**config.mk**
```make
export PLATFORM = sky130hd
export DESIGN_NAME = hdg_gpio
export DESIGN_NICKNAME = d
export VERILOG_FILES = /design/src/hdg_pkg.sv /design/src/hdg_pin_cell.sv /design/src/hdg_gpio.sv
export SDC_FILE = /design/constraint.sdc
export NUM_CORES = 1
export LEC_CHECK = 0
export ABC_AREA = 0
export BUFFER_PORTS_ARGS = -buffer_cell sky130_fd_sc_hd__buf_4
export CELL_PAD_IN_SITES_DETAIL_PLACEMENT = 1
export CELL_PAD_IN_SITES_GLOBAL_PLACEMENT = 2
export CORE_MARGIN = 2
export CORE_UTILIZATION = 26
export CTS_CLUSTER_SIZE = 14
export DETAILED_ROUTE_END_ITERATION = 10
export GPL_TIMING_DRIVEN = 0
export PLACE_DENSITY_LB_ADDON = 0.1
export SLEW_MARGIN = 15
export SYNTH_ARGS = -nofsm -noshare
export SYNTH_HDL_FRONTEND = slang
export SYNTH_SLANG_ARGS = --single-unit
```
**constraint.sdc**
```tcl
create_clock -name CLOCK -period 1.8 [get_ports CLOCK]
set_input_delay 0.18 -clock CLOCK [delete_from_list [all_inputs] [get_ports CLOCK]]
set_output_delay 0.18 -clock CLOCK [all_outputs]
set_load 0.05 [all_outputs]
```
**src/hdg_pkg.sv**
```systemverilog
// Package with register map, field layout and reset values of the host data pin GPIO block
package hdg_pkg;
  localparam int          ADDR_W          = 16;
  localparam int          DATA_W          = 16;
  localparam int          PIN_N           = 8;
  localparam int          SER_PIN_N       = 6;
  // Data-memory addresses of the two registers
  localparam logic [15:0] ADDR_DIR_CTRL   = 16'h003c;
  localparam logic [15:0] ADDR_PIN_STAT   = 16'h003d;
  // Highest address kept for core registers
  localparam logic [15:0] ADDR_CORE_LAST  = 16'h001f;
  // Field layout of the direction control register
  localparam int          DIR_LSB         = 8;
  localparam int          OUT_LSB         = 0;
  // Field layout of the status register
  localparam int          STAT_PIN_LSB    = 0;
  localparam int          STAT_AVAIL_BIT  = 8;
  // Reset values: all pins inputs, output latch low
  localparam logic [7:0]  DIR_RST         = 8'h00;
  localparam logic [7:0]  OUT_RST         = 8'h00;
  localparam logic [15:0] RDATA_RST       = 16'h0000;
  // Serial pin group split: receive pins low half, transmit pins high half
  localparam int          SER_HALF        = 3;
endpackage

```
**src/hdg_pin_cell.sv**
```systemverilog
// One shared pin: picks general-purpose drive or primary-function drive
`timescale 1ns/1ps
module hdg_pin_cell
  import hdg_pkg::*;
(
  input  wire logic clk,
  input  wire logic rst,
  input  wire logic gp_sel,
  input  wire logic gp_dir_out,
  input  wire logic gp_out_val,
  input  wire logic pri_out,
  input  wire logic pri_oe,
  output logic      pin_out_ff,
  output logic      pin_oe_ff
);
  // Registered so the pad sees no glitch when the mode select changes
  always_ff @(posedge clk)
  begin
    if (rst)
    begin
      pin_out_ff <= 1'b0;
      pin_oe_ff  <= 1'b0;
    end
    else if (gp_sel)
    begin
      pin_out_ff <= gp_out_val;               // [RULE8]
      pin_oe_ff  <= gp_dir_out;               // [RULE8]
    end
    else
    begin
      pin_out_ff <= pri_out;                  // [RULE7]
      pin_oe_ff  <= pri_oe;
    end
  end
endmodule

```
**src/hdg_gpio.sv**
```systemverilog
// Top of the host data pin and serial pin general-purpose I/O block
//
// How it works
// [RULE1] Serial pins GPIO only while section in reset
// [RULE2] Host data pins GPIO when port disabled
// [RULE3] Host data pins GPIO in wide mode
// [RULE4] Control register at 3Ch sets pin directions
// [RULE5] Status register at 3Dh shows pin levels
// [RULE6] Addresses 0h-1Fh never answered here
// [RULE7] GPIO only when primary function unused
// [RULE8] Output pins driven from register, else released
`timescale 1ns/1ps
module hdg_gpio
  import hdg_pkg::*;
(
  input  wire logic              CLOCK,
  input  wire logic              RST,
  // Data-memory bus
  input  wire logic [ADDR_W-1:0] MEM_ADDR,
  input  wire logic [DATA_W-1:0] MEM_WDATA,
  input  wire logic              MEM_WE,
  input  wire logic              MEM_RE,
  output logic      [DATA_W-1:0] MEM_RDATA,
  output logic                   MEM_RVALID,
  // Host port mode
  input  wire logic              HOST_PORT_ENABLE,
  input  wire logic              HOST_PORT_WIDE_MODE,
  // Host data pins
  input  wire logic [PIN_N-1:0]  HOST_DATA_IN,
  output logic      [PIN_N-1:0]  HOST_DATA_OUT,
  output logic      [PIN_N-1:0]  HOST_DATA_OE,
  input  wire logic [PIN_N-1:0]  HOST_PRI_OUT,
  input  wire logic [PIN_N-1:0]  HOST_PRI_OE,
  // Serial port pins and section resets
  input  wire logic              SER_RX_IN_RESET,
  input  wire logic              SER_TX_IN_RESET,
  input  wire logic [SER_PIN_N-1:0] SER_GP_DIR_OUT,
  input  wire logic [SER_PIN_N-1:0] SER_GP_OUT_VAL,
  input  wire logic [SER_PIN_N-1:0] SER_PRI_OUT,
  input  wire logic [SER_PIN_N-1:0] SER_PRI_OE,
  output logic      [SER_PIN_N-1:0] SER_PIN_OUT,
  output logic      [SER_PIN_N-1:0] SER_PIN_OE,
  output logic                   HOST_GP_ACTIVE
);
  logic [PIN_N-1:0]     dir_ff;
  logic [PIN_N-1:0]     nxt_dir;
  logic [PIN_N-1:0]     out_ff;
  logic [PIN_N-1:0]     nxt_out;
  logic                 host_gp_ff;
  logic                 nxt_host_gp;
  logic                 hit_ctrl;
  logic                 hit_stat;
  logic                 in_core;
  logic                 wr_ctrl;
  logic [DATA_W-1:0]    ctrl_word;
  logic [DATA_W-1:0]    stat_word;
  logic [DATA_W-1:0]    nxt_rdata;
  logic                 nxt_rvalid;
  logic                 ser_rx_gp;
  logic                 ser_tx_gp;
  logic [SER_PIN_N-1:0] ser_gp_sel;

  // Register map
  //   Control word: high byte holds one direction bit per host data pin
  //   (1 drives the pin), low byte the level driven on each output pin.
  //   Status word: low byte holds the pin levels seen in the read cycle,
  //   the next bit says whether the host pins are free for general use;
  //   all other bits read zero and writes to the status word are dropped.
  // The control word stays writable while the host port owns the pins, so
  // software can set up directions before the pins are handed over.

  // Host pins are free when the port is off or runs 16 bits wide
  assign nxt_host_gp = ~HOST_PORT_ENABLE | HOST_PORT_WIDE_MODE;   // [RULE2] [RULE3]

  // Core register range never decodes here even if address bits alias
  assign in_core  = (MEM_ADDR <= ADDR_CORE_LAST);                  // [RULE6]
  assign hit_ctrl = ~in_core & (MEM_ADDR == ADDR_DIR_CTRL);        // [RULE4]
  assign hit_stat = ~in_core & (MEM_ADDR == ADDR_PIN_STAT);        // [RULE5]

  // Only the control word takes writes; a write to the status word is lost
  assign wr_ctrl = MEM_WE & hit_ctrl;                              // [RULE4]

  // Availability tracked in a flop so pins and status switch together
  always_ff @(posedge CLOCK)
  begin
    if (RST)
      host_gp_ff <= 1'b0;
    else
      host_gp_ff <= nxt_host_gp;
  end

  // Next direction bits; held unless the control word is written
  always_comb
  begin
    nxt_dir = dir_ff;
    if (wr_ctrl)
      nxt_dir = MEM_WDATA[DIR_LSB +: PIN_N];                       // [RULE4]
  end

  // Next output levels; taken from the same write as the directions
  always_comb
  begin
    nxt_out = out_ff;
    if (wr_ctrl)
      nxt_out = MEM_WDATA[OUT_LSB +: PIN_N];                       // [RULE8]
  end

  // Direction bits; all pins start as inputs so nothing is driven at power-up
  always_ff @(posedge CLOCK)
  begin
    if (RST)
      dir_ff <= DIR_RST;
    else
      dir_ff <= nxt_dir;
  end

  // Output latch; kept while a pin is an input, so turning it round drives a known level
  always_ff @(posedge CLOCK)
  begin
    if (RST)
      out_ff <= OUT_RST;
    else
      out_ff <= nxt_out;
  end

  // Control word as software wrote it
  always_comb
  begin
    ctrl_word                   = RDATA_RST;
    ctrl_word[DIR_LSB +: PIN_N] = dir_ff;
    ctrl_word[OUT_LSB +: PIN_N] = out_ff;
  end

  // Status word; pin levels come straight from the pads, so a read
  // shows the level of the cycle in which the strobe was sampled
  always_comb
  begin
    stat_word                        = RDATA_RST;
    stat_word[STAT_PIN_LSB +: PIN_N] = HOST_DATA_IN;               // [RULE5]
    stat_word[STAT_AVAIL_BIT]        = host_gp_ff;
  end

  // Read mux; unmapped addresses and idle cycles read zero with no valid
  always_comb
  begin
    nxt_rdata  = RDATA_RST;
    nxt_rvalid = 1'b0;
    if (MEM_RE && hit_ctrl)
    begin
      nxt_rdata  = ctrl_word;                                      // [RULE4]
      nxt_rvalid = 1'b1;
    end
    else if (MEM_RE && hit_stat)
    begin
      nxt_rdata  = stat_word;                                      // [RULE5]
      nxt_rvalid = 1'b1;
    end
  end

  // Read data registered, one cycle after the strobe
  always_ff @(posedge CLOCK)
  begin
    if (RST)
      MEM_RDATA <= RDATA_RST;
    else
      MEM_RDATA <= nxt_rdata;
  end

  // Read valid registered alongside the data so both stand in the same cycle
  always_ff @(posedge CLOCK)
  begin
    if (RST)
      MEM_RVALID <= 1'b0;
    else
      MEM_RVALID <= nxt_rvalid;
  end

  // Mode flag out for the rest of the chip
  always_ff @(posedge CLOCK)
  begin
    if (RST)
      HOST_GP_ACTIVE <= 1'b0;
    else
      HOST_GP_ACTIVE <= host_gp_ff;
  end

  // Each serial half goes to general use only while its own section sits in
  // reset, so a running receiver or transmitter never loses its pins
  assign ser_rx_gp = SER_RX_IN_RESET;                              // [RULE1]
  assign ser_tx_gp = SER_TX_IN_RESET;                              // [RULE1]

  // Receive pins are the low half, transmit pins the high half
  always_comb
  begin
    ser_gp_sel = {SER_PIN_N{1'b0}};
    for (int i = 0; i < SER_PIN_N; i++)
    begin
      if (i < SER_HALF)
        ser_gp_sel[i] = ser_rx_gp;
      else
        ser_gp_sel[i] = ser_tx_gp;
    end
  end

  // One pin cell per host data pin and per serial pin
  genvar gi;
  generate
    for (gi = 0; gi < PIN_N; gi++)
    begin : g_host
      hdg_pin_cell u_cell (
        .clk        (CLOCK),
        .rst        (RST),
        .gp_sel     (host_gp_ff),                                   // [RULE7]
        .gp_dir_out (dir_ff[gi]),
        .gp_out_val (out_ff[gi]),
        .pri_out    (HOST_PRI_OUT[gi]),
        .pri_oe     (HOST_PRI_OE[gi]),
        .pin_out_ff (HOST_DATA_OUT[gi]),
        .pin_oe_ff  (HOST_DATA_OE[gi])
      );
    end
    for (gi = 0; gi < SER_PIN_N; gi++)
    begin : g_ser
      hdg_pin_cell u_cell (
        .clk        (CLOCK),
        .rst        (RST),
        .gp_sel     (ser_gp_sel[gi]),                               // [RULE1]
        .gp_dir_out (SER_GP_DIR_OUT[gi]),
        .gp_out_val (SER_GP_OUT_VAL[gi]),
        .pri_out    (SER_PRI_OUT[gi]),
        .pri_oe     (SER_PRI_OE[gi]),
        .pin_out_ff (SER_PIN_OUT[gi]),
        .pin_oe_ff  (SER_PIN_OE[gi])
      );
    end
  endgenerate
endmodule

```
Word level (Yosys, flattened, before mapping)
Index checks and enable logic that the tools add are counted.
W data, S select, Z words.
Word-level totals
  flip-flop bits (word level): 63
  input port bits: 88
  output and inout port bits: 46
  word-level logic and storage cells: 77
Cells by class
  order comparisons: 1
  eq/ne operators: 2
  mux-type cells: 32
  bitwise gates (word level): 6
  reduce and logical (&&, ||, !) cells: 2
Operators with widths (number)
  $eq A16 B6 Y1 const B: 2
  $mux W1: 30
  $le A16 B5 Y1 const B: 1
  $mux W16: 1
  $mux W9: 1
  $and A1 B1 Y1: 3
  $logic_and A1 B1 Y1: 2
  $not A1 Y1: 2
  $or A1 B1 Y1: 1

Depth between registers and ports, before layout
  depth after elaboration: 6
  mapped depth: 6
  gate-level depth less buffers: 4

By module
Synthesis repeated with hierarchy kept, for this count alone.
Second synthesis, totals
  cell total of the unflattened synthesis: 208
  area total of the unflattened synthesis: 2237.1 um^2
By module, submodules not included
  hdg_gpio: times used 1, cells each 124, area each 1291.2 um^2
  hdg_pin_cell: times used 14, cells each 6, area each 67.6 um^2

Worst setup path before layout
No wires, ideal clock.
  path kind: in2reg
  start point: input MEM_ADDR[15]
  end point: register dir_ff[0]
  arrival: 1365 ps
  path slack: 364 ps
  stages on the path: 5
  path buffers: 1
  path through: nor4_2 nand4_1 nor3_4 buf_6 mux2i_1
On the way
  longest elaborated chain between the ends: 4
  elaborated cells on any way between the ends: 5
  classes of those cells: order compare (1); eq/ne (1); bitwise (3)
Ends and longest elaborated chain
  start: declaration: line hdg_gpio.sv:19  | input wire logic [ADDR_W-1:0] MEM_ADDR,
  $le A16 B5 Y1: line hdg_gpio.sv:76  | assign in_core = (MEM_ADDR <= ADDR_CORE_LAST);
  $not A1 Y1: line hdg_gpio.sv:77  | assign hit_ctrl = ~in_core & (MEM_ADDR == ADDR_DIR_CTRL);
  $and A1 B1 Y1 (*): line hdg_gpio.sv:77
  $and A1 B1 Y1 (*): line hdg_gpio.sv:81  | assign wr_ctrl = MEM_WE & hit_ctrl;
  end signal: assignment: line hdg_gpio.sv:114  | dir_ff <= nxt_dir;
  end: declaration: line hdg_gpio.sv:45  | logic [PIN_N-1:0] dir_ff;
Every way passes the cells marked *; elsewhere a longest branch is shown, timed or not.
A chain may end at the register's enable or synchronous reset.

Worst setup path in the final report
  start point: input MEM_ADDR[0]
  end point: register MEM_RDATA[6]
On the way
  longest elaborated chain between the ends: 6
  elaborated cells on any way between the ends: 10
  classes of those cells: order compare (1); eq/ne (2); mux (2); bitwise (3); reduce/logical (2)
Ends and longest elaborated chain
  $le A16 B5 Y1: line hdg_gpio.sv:76
  $not A1 Y1: line hdg_gpio.sv:77, hdg_gpio.sv:78
  $and A1 B1 Y1: line hdg_gpio.sv:78  | assign hit_stat = ~in_core & (MEM_ADDR == ADDR_PIN_STAT);
  $logic_and A1 B1 Y1: line hdg_gpio.sv:153  | else if (MEM_RE && hit_stat)
  $mux W9: line hdg_gpio.sv:153
  $mux W16 (*): line hdg_gpio.sv:148  | if (MEM_RE && hit_ctrl)
  end signal: assignment: line hdg_gpio.sv:166  | MEM_RDATA <= nxt_rdata;
  end: declaration: line hdg_gpio.sv:23  | output logic [DATA_W-1:0] MEM_RDATA,
Marked as above.

==> results.txt <==
run status: completed
met2 routing resource usage after global routing: 21.57%
maximum count of clock buffers along a single path: 2
post-synthesis sequential area ratio: 47.57%
synthesis-stage register bit count: 63
cell occurring most often along the worst timing path: sky130_fd_sc_hd__clkbuf_1
# fillers: 1154
GRT Max-Usage Layer: met2
worst hold path class: input pin to flip-flop
clock period minus worst slack: 1.458 ns
number of enable-type register cells in the synthesized netlist: 0
cells taking the most area after synthesis: sky130_fd_sc_hd__dfxtp_1 (48%), sky130_fd_sc_hd__mux2i_1 (20%), sky130_fd_sc_hd__buf_4 (7.9%)
depth of the most critical reg-to-reg path: 4
leakage power total: 1.843 nW
standard cell with the maximum stage delay on the critical path: sky130_fd_sc_hd__clkbuf_1
setup tns final: 0 ns
power density cells: 800.0 nW/um2
top cell family by delay on the critical path: buffers and inverters
CP Depth: 4
placed wire-length estimate after detailed placement: 5360 um
maximum frequency from static timing analysis: 686.0 MHz
Post-DP Area: 3786 um2
Yosys warning count: 0
pin count of the biggest net entering global routing: 11
count of inserted antenna diode cells: 0
core region area: 9819 um2
number of instances in the synthesized netlist: 248
largest stage delay on the critical path: 0.61 ns
category of the worst setup path launch point: input pin
number of endpoints failing setup at the final stage: 0
grt total ovfl: 0
Period Utilization, post-route: 80.99%
share of post-route cells with drive strength above 1: 47.97%
Critical Path Source: MEM_ADDR[0]
Final Hold Viols: 0
detailed-route wire length per cell: 13.56 um
number of clock sinks seen by CTS: 63
layout net count: 477
top-level port count: 134
most instantiated flip-flop cell in the synthesis netlist: sky130_fd_sc_hd__dfxtp_1
Initial Utilization: 27.00%
number of buffer cells added on primary ports: 129
most common cell in the netlist: sky130_fd_sc_hd__dfxtp_1
number of violations of the max-capacitance limit: 0
CTS tree: done
overall power of the completed layout: 3.189 mW
length of the first detailed-routing pass in iterations: 4
DRC: 0
via count of the first global-routing pass: 2192
Layout area overhead: 50.35%
met1 Usage GRT: 16.57%
die height: 105.0 um
clk_lat worst skew: 0.34 ns
type of destination of the critical path: flip-flop
clock slew at reported path FFs: 0.07 ns
pre-CTS worst setup slack: -0.07969 ns
arrival time worst endpoint: 1.69 ns
hold slack final: 0.07120 ns
most frequent cells after synthesis: sky130_fd_sc_hd__dfxtp_1 (63), sky130_fd_sc_hd__mux2i_1 (53), sky130_fd_sc_hd__nand2b_1 (32)
largest fanout on the critical path: 10
Buf+Inv Stages, Crit Path: 2
total via count after detailed routing: 2151
number of CTS-inserted buffers: 9
H-tree depth reported by CTS: 3
Max transition margin: 53.30%
clock root cell: sky130_fd_sc_hd__clkbuf_8
post-synth top area share: 47.57%
number of setup buffers added after CTS: 0
clock tree skew after final layout: 0.009304 ns
Worst R2R Setup Slack: 0.46 ns
worst setup margin: 0.3422 ns
Final Wtd Congestion: 0.6815
worst-case vdd ir drop: 0.2715 mV
transition at the pin with the smallest max-transition slack: 0.7005 ns
drt first-iter violations: 54
setup repair after global routing missed its margin: no
post-synthesis async set-or-reset flop share: 0%
cell area after synthesis: 2651 um2
Routed Wire Length: 7148 um
Cell Rows: 36
Chip Width: 105.0 um
Routed Antenna Nets: 0
Setup Crit Path Kind: input pin to flip-flop
pins over their slew limit: 0
Distinct cells, synth: 21
aggregate global-route resource usage: 13.41%
area leader, netlist: sky130_fd_sc_hd__dfxtp_1
source of the worst register-to-register timing path: host_gp_ff
Final Cell Area: 3986 um2
endpoint of the most critical setup path: MEM_RDATA[6]
R2R Path End: g_host[0].u_cell.pin_oe_ff
met3 global-route usage: 4.803%
net count after synthesis: 336
cells traversed along the worst timing path: clkbuf_1, clkbuf_1, mux2i_1, nor2_4
required time worst endpoint: 2.03 ns
initial antenna violation count: 0
first-pass GRT wire length: 11330 um
DIE AREA: 11020 um2
Via-to-Cell Ratio: 4.082
average cell area after synthesis: 10.69 um2
## worst min-delay path by stage
stage	slack, ns	cells past startpoint	end	start
finish	0.07	3	g_ser[4].u_cell.pin_out_ff	SER_PRI_OUT[4]
global placement	0.36	2	host_gp_ff	HOST_PORT_ENABLE
global route	0.08	3	g_host[1].u_cell.pin_out_ff	HOST_PRI_OUT[1]
detailed placement	0.37	2	host_gp_ff	HOST_PORT_ENABLE
CTS	0.002	2	host_gp_ff	HOST_PORT_ENABLE
floorplan	0.28	1	host_gp_ff	HOST_PORT_ENABLE
## flip-flops by register name, summed over array words and instances (netlist names)
signal and count:
g_ser.u_cell.pin_oe_ff 6, g_host.u_cell.pin_oe_ff 8, MEM_RDATA 16, dir_ff 8, MEM_RVALID 1, g_ser.u_cell.pin_out_ff 6, HOST_GP_ACTIVE 1, out_ff 8
host_gp_ff 1, g_host.u_cell.pin_out_ff 8
## through the flow
stage                     util (%)  instances
after floorplan                  -        248
after global placement       38.56        510
after detailed placement     38.56        510
after CTS                    40.49        526
after global routing         40.60        527
final                        40.60        527
## final cells by class
class	count	area (um2)	area share, %
clock inverter	4	45.04	1.130
buffer	44	304.0	7.627
tap	133	166.4	4.175
timing repair buffer	130	978.4	24.54
inverter	2	7.507	0.1883
sequential	63	1261	31.64
clock buffer	12	145.1	3.641
multi-input combinational	139	1079	27.06
## logic make-up (layout without fill, tap and decap cells)
| family | Yosys count | in the layout | synth area share (%) |
|---|---|---|---|
| AOI/OAI and AO/OA | 1 | 1 | 0.1886 |
| buffers and inverters | 46 | 192 | 11.75 |
| DFF | 63 | 63 | 47.57 |
| muxes | 53 | 53 | 20.01 |
| and+or+nand+nor | 85 | 85 | 20.48 |
## placed cells by master (no fill, tap or decap), drive strengths merged
| cell type | instances |
|---|---|
| clkinv | 3 |
| mux2i | 53 |
| or3b | 1 |
| nor3b | 7 |
| clkbuf | 23 |
| nand2b | 32 |
| nor2 | 37 |
| nor4 | 1 |
| nor3 | 2 |
| inv | 2 |
| bufinv | 1 |
| dlygate4sd3 | 1 |
| nand4 | 1 |
| a21oi | 1 |
| nor2b | 1 |
| and4bb | 2 |
| nand2 | 1 |
| dfxtp | 63 |
| buf | 162 |
## repair_timing
item / in CTS / in global routing
hold buffers: 0 / 1
gates resized for setup: 0 / 0
endpoints found under the hold margin: 0 / 1
## where the power goes
| group | leakage, nW | switching [mW] | internal [mW] |
|---|---|---|---|
| clock network | 0.100 | 0.541 | 0.672 |
| registers | 0.514 | 0.00936 | 1.43 |
| logic | 1.23 | 0.267 | 0.268 |
| total | 1.84 | 0.818 | 2.37 |
## layer usage
metal	up-vias	share of wire, %
met5	-	0
met4	0	1.5
met3	8	7.6
met2	85	47
met1	996	44
li1	1062	-
## worst reg2reg max path, stage by stage, from the launching register on
cell,delay (ns)
sky130_fd_sc_hd__dfxtp_1,0.30
sky130_fd_sc_hd__buf_2,0.28
sky130_fd_sc_hd__buf_2,0.34
sky130_fd_sc_hd__mux2i_1,0.22
sky130_fd_sc_hd__nor2_1,0.05
Note: power is estimated with default switching activity, not from simulation.
